<file path="src/sli_pkg.sv">
// package: constants and carrier types for the status lamp indicator
package sli_pkg;
    localparam int unsigned CLK_HZ           = 20_000_000;
    localparam int unsigned FLASH_ON_MS      = 150;
    localparam int unsigned FLASH_OFF_MS     = 250;
    localparam int unsigned GROUP_PAUSE_MS   = 1200;
    localparam int unsigned FAST_HALF_MS     = 50;
    localparam int unsigned ACT_HOLD_MS      = 30;
    localparam int unsigned MS_CYCLES        = CLK_HZ / 1000;
    localparam int unsigned CNT_W            = 16;
    localparam logic [7:0]  SAT_RESET        = 8'h00;
    localparam logic [2:0]  GROUPS_MAX       = 3'h5;
    localparam logic [1:0]  GP_FUNC_RESET    = 2'h0;

    typedef enum logic [1:0] {
        SLI_GP_CORRECTION,
        SLI_GP_TRACKING,
        SLI_GP_FIX,
        SLI_GP_OFF
    } sli_gp_func_t;

    typedef struct packed {
        logic       powered_on;
        logic       eth_frame;
        logic       card_write;
        logic       pvt_valid;
        logic       base_station;
        logic       corr_valid;
        logic [7:0] corr_sats;
        logic [7:0] track_sats;
    } sli_status_t;

    typedef struct packed {
        logic power_indicator;
        logic network_activity_indicator;
        logic logging_indicator;
        logic position_fix_indicator;
        logic general_purpose_indicator;
        logic correction_count_indicator;
        logic tracking_indicator;
    } sli_lamps_t;
endpackage

</file>
<file path="src/sli_status_led_indicator.sv">
// status lamp indicator: front-panel lamps, blink-group encoding, stand-by control
//
// Summary of operation
// - The power lamp is lit for as long as the receiver is switched on.
// - The network activity lamp blinks while Ethernet frames are sent or received.
// - The logging lamp is lit while data is being written to the memory card.
// - The position-fix lamp is lit while a position, velocity and time solution exists.
// - The general-purpose lamp has a selectable function, defaulting to the correction count.
// - In rover mode the correction lamp shows the satellite count of the last correction.
// - Outside base-station mode the correction lamp stays dark until a correction message has been received.
// - A correction count of zero gives a continuous blink at ten flashes per second.
// - Nonzero counts give groups of one to five blinks: 1-2 one, each pair one more, 9+ five.
// - The tracking lamp uses the same encoding for the number of satellites in tracking.
// - A power-mode command requesting stand-by puts the receiver into stand-by.
// - Characters on the first serial port wake the receiver; the operator keeps it reachable.
// - Card logging is guarded against power loss so no unmount is needed.
`timescale 1ns/10ps
`default_nettype none

module sli_status_led_indicator
#(
    parameter int unsigned FLASH_ON_CYC   = sli_pkg::FLASH_ON_MS * sli_pkg::MS_CYCLES,
    parameter int unsigned FLASH_OFF_CYC  = sli_pkg::FLASH_OFF_MS * sli_pkg::MS_CYCLES,
    parameter int unsigned PAUSE_CYC      = sli_pkg::GROUP_PAUSE_MS * sli_pkg::MS_CYCLES,
    parameter int unsigned FAST_HALF_CYC  = sli_pkg::FAST_HALF_MS * sli_pkg::MS_CYCLES,
    parameter int unsigned ACT_HOLD_CYC   = sli_pkg::ACT_HOLD_MS * sli_pkg::MS_CYCLES
)
(
    input  wire logic                  i_clk,
    input  wire logic                  i_sys_rst,
    input  wire sli_pkg::sli_status_t  i_status,
    input  wire logic                  i_corr_msg_stb,
    input  wire logic                  i_gp_func_we,
    input  wire sli_pkg::sli_gp_func_t i_gp_func,
    input  wire logic                  i_power_mode_command,
    input  wire logic                  i_wakeup_serial_port_rx,
    input  wire logic                  i_power_fail,
    output var  sli_pkg::sli_lamps_t   o_lamps,
    output var  logic                  o_standby,
    output var  logic                  o_card_write_enable
);
    import sli_pkg::*;

    // ------------------------------------------------------------
    // millisecond tick
    // ------------------------------------------------------------
    logic [CNT_W-1:0] ms_cnt_r;
    logic [CNT_W-1:0] ms_cnt_nxt;
    logic             ms_tick;

    always_comb
    begin
        ms_tick    = (ms_cnt_r == CNT_W'(MS_CYCLES - 1));
        ms_cnt_nxt = ms_tick ? '0 : ms_cnt_r + 1'b1;
    end

    always_ff @(posedge i_clk or posedge i_sys_rst)
    begin
        if (i_sys_rst)
            ms_cnt_r <= '0;
        else
            ms_cnt_r <= ms_cnt_nxt;
    end

    // ------------------------------------------------------------
    // serial wake-up pin synchroniser
    // ------------------------------------------------------------
    logic [2:0] rx_sync_r;
    logic       rx_level_r;
    logic       rx_level_nxt;
    logic       rx_edge;

    always_comb
    begin
        // a change counts once the second and third stages agree
        rx_level_nxt = (rx_sync_r[1] == rx_sync_r[2]) ? rx_sync_r[2] : rx_level_r;
        // a start bit pulls the idle-high line low
        rx_edge      = rx_level_r & ~rx_level_nxt;
    end

    always_ff @(posedge i_clk or posedge i_sys_rst)
    begin
        if (i_sys_rst)
        begin
            rx_sync_r  <= 3'h7;
            rx_level_r <= 1'b1;
        end
        else
        begin
            rx_sync_r  <= {rx_sync_r[1:0], i_wakeup_serial_port_rx};
            rx_level_r <= rx_level_nxt;
        end
    end

    // ------------------------------------------------------------
    // stand-by control
    // ------------------------------------------------------------
    logic standby_r;
    logic standby_nxt;

    always_comb
    begin
        standby_nxt = standby_r;
        if (i_power_mode_command)
            standby_nxt = 1'b1;
        if (standby_r && rx_edge)
            standby_nxt = 1'b0;
    end

    always_ff @(posedge i_clk or posedge i_sys_rst)
    begin
        if (i_sys_rst)
            standby_r <= 1'b0;
        else
            standby_r <= standby_nxt;
    end

    // ------------------------------------------------------------
    // correction capture and lamp function select
    // ------------------------------------------------------------
    logic         corr_seen_r;
    logic         corr_seen_nxt;
    logic [7:0]   corr_sats_r;
    logic [7:0]   corr_sats_nxt;
    sli_gp_func_t gp_func_r;
    sli_gp_func_t gp_func_nxt;

    always_comb
    begin
        corr_seen_nxt = corr_seen_r;
        corr_sats_nxt = corr_sats_r;
        gp_func_nxt   = gp_func_r;
        if (i_corr_msg_stb)
        begin
            corr_seen_nxt = 1'b1;
            corr_sats_nxt = i_status.corr_sats;
        end
        if (i_gp_func_we)
            gp_func_nxt = i_gp_func;
    end

    always_ff @(posedge i_clk or posedge i_sys_rst)
    begin
        if (i_sys_rst)
        begin
            corr_seen_r <= 1'b0;
            corr_sats_r <= SAT_RESET;
            gp_func_r   <= sli_gp_func_t'(GP_FUNC_RESET);
        end
        else
        begin
            corr_seen_r <= corr_seen_nxt;
            corr_sats_r <= corr_sats_nxt;
            gp_func_r   <= gp_func_nxt;
        end
    end

    // ------------------------------------------------------------
    // network activity stretch
    // ------------------------------------------------------------
    logic [CNT_W-1:0] act_ms_r;
    logic [CNT_W-1:0] act_ms_nxt;
    logic             act_on_r;
    logic             act_on_nxt;

    always_comb
    begin
        act_ms_nxt = act_ms_r;
        act_on_nxt = act_on_r;
        // toggle while traffic lasts, so a steady stream still blinks
        if (ms_tick)
        begin
            if (act_ms_r >= CNT_W'(ACT_HOLD_CYC / MS_CYCLES - 1))
            begin
                act_ms_nxt = '0;
                act_on_nxt = i_status.eth_frame ? ~act_on_r : 1'b0;
            end
            else
                act_ms_nxt = act_ms_r + 1'b1;
        end
    end

    always_ff @(posedge i_clk or posedge i_sys_rst)
    begin
        if (i_sys_rst)
        begin
            act_ms_r <= '0;
            act_on_r <= 1'b0;
        end
        else
        begin
            act_ms_r <= act_ms_nxt;
            act_on_r <= act_on_nxt;
        end
    end

    // ------------------------------------------------------------
    // blink-group encoders
    // ------------------------------------------------------------
    function automatic logic [2:0] sli_groups(input logic [7:0] sats);
        logic [7:0] half;
        // widen first, so a count of 255 does not wrap to zero
        half = 8'(({1'b0, sats} + 9'h001) >> 1);
        // pairs of counts, capped at five
        sli_groups = (half >= 8'(GROUPS_MAX)) ? GROUPS_MAX : half[2:0];
    endfunction

    logic corr_blink;
    logic track_blink;

    sli_blink_group #(
        .FLASH_ON_MS (FLASH_ON_CYC / MS_CYCLES),
        .FLASH_OFF_MS(FLASH_OFF_CYC / MS_CYCLES),
        .PAUSE_MS    (PAUSE_CYC / MS_CYCLES),
        .FAST_HALF_MS(FAST_HALF_CYC / MS_CYCLES)
    ) u_corr_blink (
        .i_clk    (i_clk),
        .i_sys_rst(i_sys_rst),
        .i_ms_tick(ms_tick),
        .i_zero   (corr_sats_r == SAT_RESET),
        .i_groups (sli_groups(corr_sats_r)),
        .o_lamp   (corr_blink)
    );

    sli_blink_group #(
        .FLASH_ON_MS (FLASH_ON_CYC / MS_CYCLES),
        .FLASH_OFF_MS(FLASH_OFF_CYC / MS_CYCLES),
        .PAUSE_MS    (PAUSE_CYC / MS_CYCLES),
        .FAST_HALF_MS(FAST_HALF_CYC / MS_CYCLES)
    ) u_track_blink (
        .i_clk    (i_clk),
        .i_sys_rst(i_sys_rst),
        .i_ms_tick(ms_tick),
        .i_zero   (i_status.track_sats == SAT_RESET),
        .i_groups (sli_groups(i_status.track_sats)),
        .o_lamp   (track_blink)
    );

    // ------------------------------------------------------------
    // lamp outputs
    // ------------------------------------------------------------
    sli_lamps_t lamps_nxt;
    logic       corr_lamp;
    logic       card_we_nxt;

    always_comb
    begin
        if (i_status.base_station)
            corr_lamp = 1'b1;
        else if (!corr_seen_r)
            corr_lamp = 1'b0;
        // zero count fast blink, handled in encoder
        else
            corr_lamp = corr_blink;

        lamps_nxt.power_indicator            = i_status.powered_on;
        lamps_nxt.network_activity_indicator = act_on_r;
        lamps_nxt.logging_indicator          = i_status.card_write;
        lamps_nxt.position_fix_indicator     = i_status.pvt_valid;
        lamps_nxt.correction_count_indicator = corr_lamp;
        lamps_nxt.tracking_indicator         = track_blink;
        unique case (gp_func_r)
            SLI_GP_CORRECTION: lamps_nxt.general_purpose_indicator = corr_lamp;
            SLI_GP_TRACKING:   lamps_nxt.general_purpose_indicator = track_blink;
            SLI_GP_FIX:        lamps_nxt.general_purpose_indicator = i_status.pvt_valid;
            SLI_GP_OFF:        lamps_nxt.general_purpose_indicator = 1'b0;
        endcase
        // stand-by darkens every lamp except power, on the edge that raises o_standby
        if (standby_nxt)
            lamps_nxt = '{power_indicator: i_status.powered_on, default: 1'b0};
        // cut card writes at once on power loss or stand-by
        card_we_nxt = i_status.card_write & ~i_power_fail & ~standby_nxt;
    end

    always_ff @(posedge i_clk or posedge i_sys_rst)
    begin
        if (i_sys_rst)
        begin
            o_lamps             <= '0;
            o_standby           <= 1'b0;
            o_card_write_enable <= 1'b0;
        end
        else
        begin
            o_lamps             <= lamps_nxt;
            o_standby           <= standby_nxt;
            o_card_write_enable <= card_we_nxt;
        end
    end
endmodule

// one blink-group encoder, counted in millisecond ticks
module sli_blink_group
#(
    parameter int unsigned FLASH_ON_MS  = 150,
    parameter int unsigned FLASH_OFF_MS = 250,
    parameter int unsigned PAUSE_MS     = 1200,
    parameter int unsigned FAST_HALF_MS = 50
)
(
    input  wire logic       i_clk,
    input  wire logic       i_sys_rst,
    input  wire logic       i_ms_tick,
    input  wire logic       i_zero,
    input  wire logic [2:0] i_groups,
    output var  logic       o_lamp
);
    import sli_pkg::*;

    typedef enum logic [1:0] {ST_ON, ST_OFF, ST_PAUSE, ST_FAST} sli_blink_st_t;

    sli_blink_st_t    st_r;
    sli_blink_st_t    st_nxt;
    logic [CNT_W-1:0] t_r;
    logic [CNT_W-1:0] t_nxt;
    logic [2:0]       n_r;
    logic [2:0]       n_nxt;
    logic             done;

    always_comb
    begin
        st_nxt = st_r;
        t_nxt  = t_r;
        n_nxt  = n_r;
        done   = 1'b0;
        if (i_ms_tick)
        begin
            t_nxt = t_r + 1'b1;
            unique case (st_r)
                ST_ON:    done = (t_r >= CNT_W'(FLASH_ON_MS - 1));
                // zero count uses the short off phase
                ST_OFF:   done = (t_r >= CNT_W'((i_zero ? FAST_HALF_MS : FLASH_OFF_MS) - 1));
                ST_PAUSE: done = (t_r >= CNT_W'(PAUSE_MS - 1));
                ST_FAST:  done = (t_r >= CNT_W'(FAST_HALF_MS - 1));
            endcase
        end
        if (done)
        begin
            t_nxt = '0;
            unique case (st_r)
                ST_ON:    st_nxt = ST_OFF;
                ST_OFF:
                begin
                    // pause only after the last flash of the group
                    st_nxt = (n_r + 3'h1 >= i_groups) ? ST_PAUSE : ST_ON;
                    n_nxt  = n_r + 3'h1;
                end
                ST_PAUSE:
                begin
                    st_nxt = ST_ON;
                    n_nxt  = '0;
                end
                ST_FAST:  st_nxt = ST_ON;
            endcase
        end
        // zero count: 50 ms on, 50 ms off gives ten flashes a second
        if (i_zero && done && st_r == ST_FAST)
            st_nxt = ST_OFF;
        else if (i_zero && st_r != ST_FAST && (st_r == ST_PAUSE || done))
        begin
            st_nxt = ST_FAST;
            t_nxt  = '0;
        end
        else if (i_zero && done && st_r == ST_OFF)
            st_nxt = ST_FAST;
    end

    always_ff @(posedge i_clk or posedge i_sys_rst)
    begin
        if (i_sys_rst)
        begin
            st_r   <= ST_PAUSE;
            t_r    <= '0;
            n_r    <= '0;
            o_lamp <= 1'b0;
        end
        else
        begin
            st_r   <= st_nxt;
            t_r    <= t_nxt;
            n_r    <= n_nxt;
            o_lamp <= (st_nxt == ST_ON) || (st_nxt == ST_FAST);
        end
    end
endmodule

`default_nettype wire

</file>
<file path="config.mk">
export PLATFORM = sky130hd
export DESIGN_NAME = sli_status_led_indicator
export DESIGN_NICKNAME = d
export VERILOG_FILES = /design/src/sli_pkg.sv /design/src/sli_status_led_indicator.sv
export SDC_FILE = /design/constraint.sdc
export NUM_CORES = 1
export LEC_CHECK = 0
export BUFFER_PORTS_ARGS = -buffer_cell sky130_fd_sc_hd__buf_2
export CAP_MARGIN = 20
export CORE_MARGIN = 10
export CORE_UTILIZATION = 53
export DETAILED_ROUTE_END_ITERATION = 7
export PLACE_DENSITY = 0.8
export SLEW_MARGIN = 20
export SYNTH_ARGS = -nofsm -noshare
export SYNTH_HDL_FRONTEND = slang
export SYNTH_SLANG_ARGS = --single-unit
</file>
<file path="constraint.sdc">
create_clock -name i_clk -period 2.9 [get_ports i_clk]
set_clock_uncertainty 0.1 [all_clocks]
set_input_delay 0.435 -clock i_clk [delete_from_list [all_inputs] [get_ports i_clk]]
set_output_delay 0.435 -clock i_clk [all_outputs]
set_load 0.05 [all_outputs]
</file>
==> run summary <==
result of the run = finished, final reports clean
number of filler cells placed in the layout = 832
full die area = 14,900 µm²
Maximum Capacitance Violations = 0
maximum number of pins on one net before global-route repair = 41
CTS hold repair buffers = 0
startpoint of the tightest hold check path = i_wakeup_serial_port_rx
final-stage net count = 693
deepest clock path buffer count = 2
starting density of the core = 0.540
number of DRC markers in iteration 0 = 276
height of the chip = 122 µm
total CTS buffers = 9
dominant delay contributor by cell family on the critical path = compound AO/OA/AOI/OAI gates
worst hold endpoint = rx_sync_r[0]$_DFF_PP1_
warning count from the yosys run = 0
layout cell share with drive strength beyond 1 = 0.152
remaining antenna violation count = 0
CP bufs+invs = 1
worst min path class = in2reg
cell count after synthesis = 578
clock tree root driver cell = sky130_fd_sc_hd__clkbuf_8
# DRC = 0
flip-flop cell with the highest count after synthesis = sky130_fd_sc_hd__dfrtp_1
number of synthesized register bits = 101
sequential cell area = 2530 µm²
clk sinks = 101
data arrival time of the worst path = 2.88 ns
power per standard cell area = 427 nW/µm²
count of flip-flops with a built-in enable after synthesis = 0
input/output buffers = 38
cell occurring most often along the worst timing path = sky130_fd_sc_hd__nand4_1
worst-path cell chain = inv_1 -> ha_1 -> nor4b_1 -> o21ai_0 -> a211oi_1 -> nand4_1 -> nand4_1 -> a21boi_0 -> a211o_1 -> mux2_2
utilization after layout = 0.604
Worst Setup Start Kind = flop
final-report hold violation count = 0
type of element capturing the critical path = flop
placement row count = 37
drt via density = 5.53
vias in the first global route = 4,350
largest stage delay on the critical path = 0.43 ns
routed len/inst = 14.4 µm
Total Routing Usage GR = 0.152
H-tree depth reported by CTS = 3
count of different cell masters after synthesis = 56
global placement routability congestion = 0.818
transition time of the tightest slew-check pin = 0.720 ns
unrepaired setup endpoints after global routing = no
synthesized net count = 645
fin cells = 767
cell count after placement = 747
Worst slew margin = 0.519
Max Clock Freq = 369 MHz
async set or reset register ratio after synthesis = 1.00
insertion delay to the later sink of the worst-skew pair = 0.38 ns
critical-path maximum fanout = 5
CTS tree = built
Critical R2R Launch = u_track_blink.t_r[1]$_DFF_PP0_
antenna violations before repair = 0
share of the yosys chip area belonging to registers = 0.459
Worst path slowest cell = sky130_fd_sc_hd__dfrtp_1
wire length of the first global-routing pass = 19.0 mm
internal reg-to-reg setup slack = 0.19 ns
setup-violating endpoint count in the final report = 0
global route overflow = 0
IR drop worst, VDD = 469 µV
boundary pin count = 40
clock-pin slew on the worst setup and hold paths = 0.10 ns
Die X = 122 µm
Pre-antenna DRT Iters = 4
endpoint of the worst-slack reg-to-reg timing path = u_track_blink.o_lamp$_DFF_PP0_
diode count = 0
Avg Inst Size Synth = 9.56 µm²
area of the core = 10,200 µm²
area growth from synthesis to layout = 11.9%
Post-Synthesis Cell Area = 5530 µm²
Routed WL = 11.1 mm
area of the multi-input gates = 2850 µm²
Worst Setup Path Type = reg2reg
Min Clock Period, post-route = 2.71 ns
Detail Placement HPWL = 8.06 mm
count of pins over their slew limit = 0
data required time of the critical path = 3.07 ns
fraction of the cycle the final worst path needs = 0.935
depth of the worst register-to-register path = 10
LEAKAGE = 2.89 nW
via count = 4,242
worst hold stages = 1
==> timing repair <==
| item | CTS | global route |
|---|---|---|
| buffers inserted | 0 | 4 |
| gates resized for setup | 0 | 3 |
| setup endpoints to repair | 0 | 16 |
==> through the flow <==
stage               power (mW)  area (µm²)  setup TNS, ns  setup slack [ns]  hold WS, ns
floorplan                 1.58        5530              0             0.168        0.245
global placement          1.64        5910        -0.0259           -0.0259        0.246
detailed placement        1.65        5910         -0.101            -0.101        0.251
CTS                       2.67        6140              0             0.166       0.0349
global route              2.76        6180              0           0.00473       0.0173
finish                    2.64        6180              0             0.189       0.0503
==> power by group <==
part,switching [mW],leakage [nW],internal [mW],total [mW]
clock,0.516,0.110,0.500,1.02
sequential,0.0197,1.25,1.44,1.46
combinational,0.104,1.54,0.0648,0.169
total,0.640,2.89,2.00,2.64
==> synthesized netlist by cell type, drive strengths merged, types with 9 or more instances <==
cell,instances,area share
nand3,34,0.031
clkbuf,12,0.0081
dfrtp,95,0.43
nand4,13,0.015
mux2,9,0.018
ha,36,0.082
a21oi,22,0.020
nand2,54,0.038
o21ai,19,0.017
nand2b,9,0.010
and3,15,0.017
nor2,79,0.054
xnor2,20,0.032
nor3,11,0.010
and2,10,0.011
inv,26,0.018
xor2,34,0.054
==> placed cells by master (no fill, tap or decap), drive strengths merged, types with 3 or more instances in the layout <==
master,synthesis,final
nor3,11,11
xor2,34,34
clkbuf,12,9
a21o,6,6
dfstp,6,6
nand2b,9,9
buf,2,51
mux2,9,9
a21oi,22,22
dfrtp,95,95
nor2b,7,7
and4,3,3
nor2,79,79
a211o,3,3
nand2,54,54
inv,26,28
clkinvlp,0,3
xnor2,20,20
nand4,13,13
or2,4,4
nor4,5,5
ha,36,36
o21ai,19,19
a31oi,5,5
and2,10,10
nand3,34,34
o211ai,3,3
and3,15,15
==> registers in the layout, summed over array words and instances (netlist names), 7 cells and up <==
name and count:
act_ms_r 16, u_track_blink.t_r 16, u_corr_blink.t_r 16, corr_sats_r 8
ms_cnt_r 16, o_lamps 7
==> per-layer routing <==
metal  vias up  share of wire  GRT usage
met5         -              0          0
met4         0          0.025     0.0604
met3        29          0.054     0.0476
met2        91           0.50      0.260
met1      2038           0.42      0.175
li1       2084              -          -
==> cell type report <==
| type | count | share of cell area |
|---|---|---|
| clock inverters | 7 | 0.0172 |
| repair buffers | 51 | 0.0486 |
| clock buffers | 9 | 0.0200 |
| well taps | 136 | 0.0275 |
| multi-input cells | 437 | 0.460 |
| inverters | 26 | 0.0164 |
| flip-flops and latches | 101 | 0.410 |
==> worst max path at each step <==
stage | startpoint | end | cells past startpoint
final | u_track_blink.t_r[1]$_DFF_PP0_ | u_track_blink.o_lamp$_DFF_PP0_ | 10
after global routing | corr_sats_r[0]$_DFFE_PP0P_ | u_corr_blink.o_lamp$_DFF_PP0_ | 15
after CTS | corr_sats_r[0]$_DFFE_PP0P_ | u_corr_blink.o_lamp$_DFF_PP0_ | 15
after detailed placement | i_status[0] | u_track_blink.o_lamp$_DFF_PP0_ | 14
after global placement | i_status[0] | u_track_blink.o_lamp$_DFF_PP0_ | 14
after floorplan | i_status[0] | u_track_blink.o_lamp$_DFF_PP0_ | 13
==> logic make-up (layout without fill, tap and decap cells) <==
kind of cell | after synthesis | count (layout) | synth area share
AOI/OAI and AO/OA | 78 | 78 | 0.0899
xor gates and xnor gates | 54 | 54 | 0.0856
adders and majority gates | 37 | 37 | 0.0833
buffers and inverters | 40 | 93 | 0.0288
DFF | 101 | 101 | 0.459
muxes | 11 | 11 | 0.0220
and+or+nand+nor | 257 | 257 | 0.232
Power figures use the tool's default switching activity.
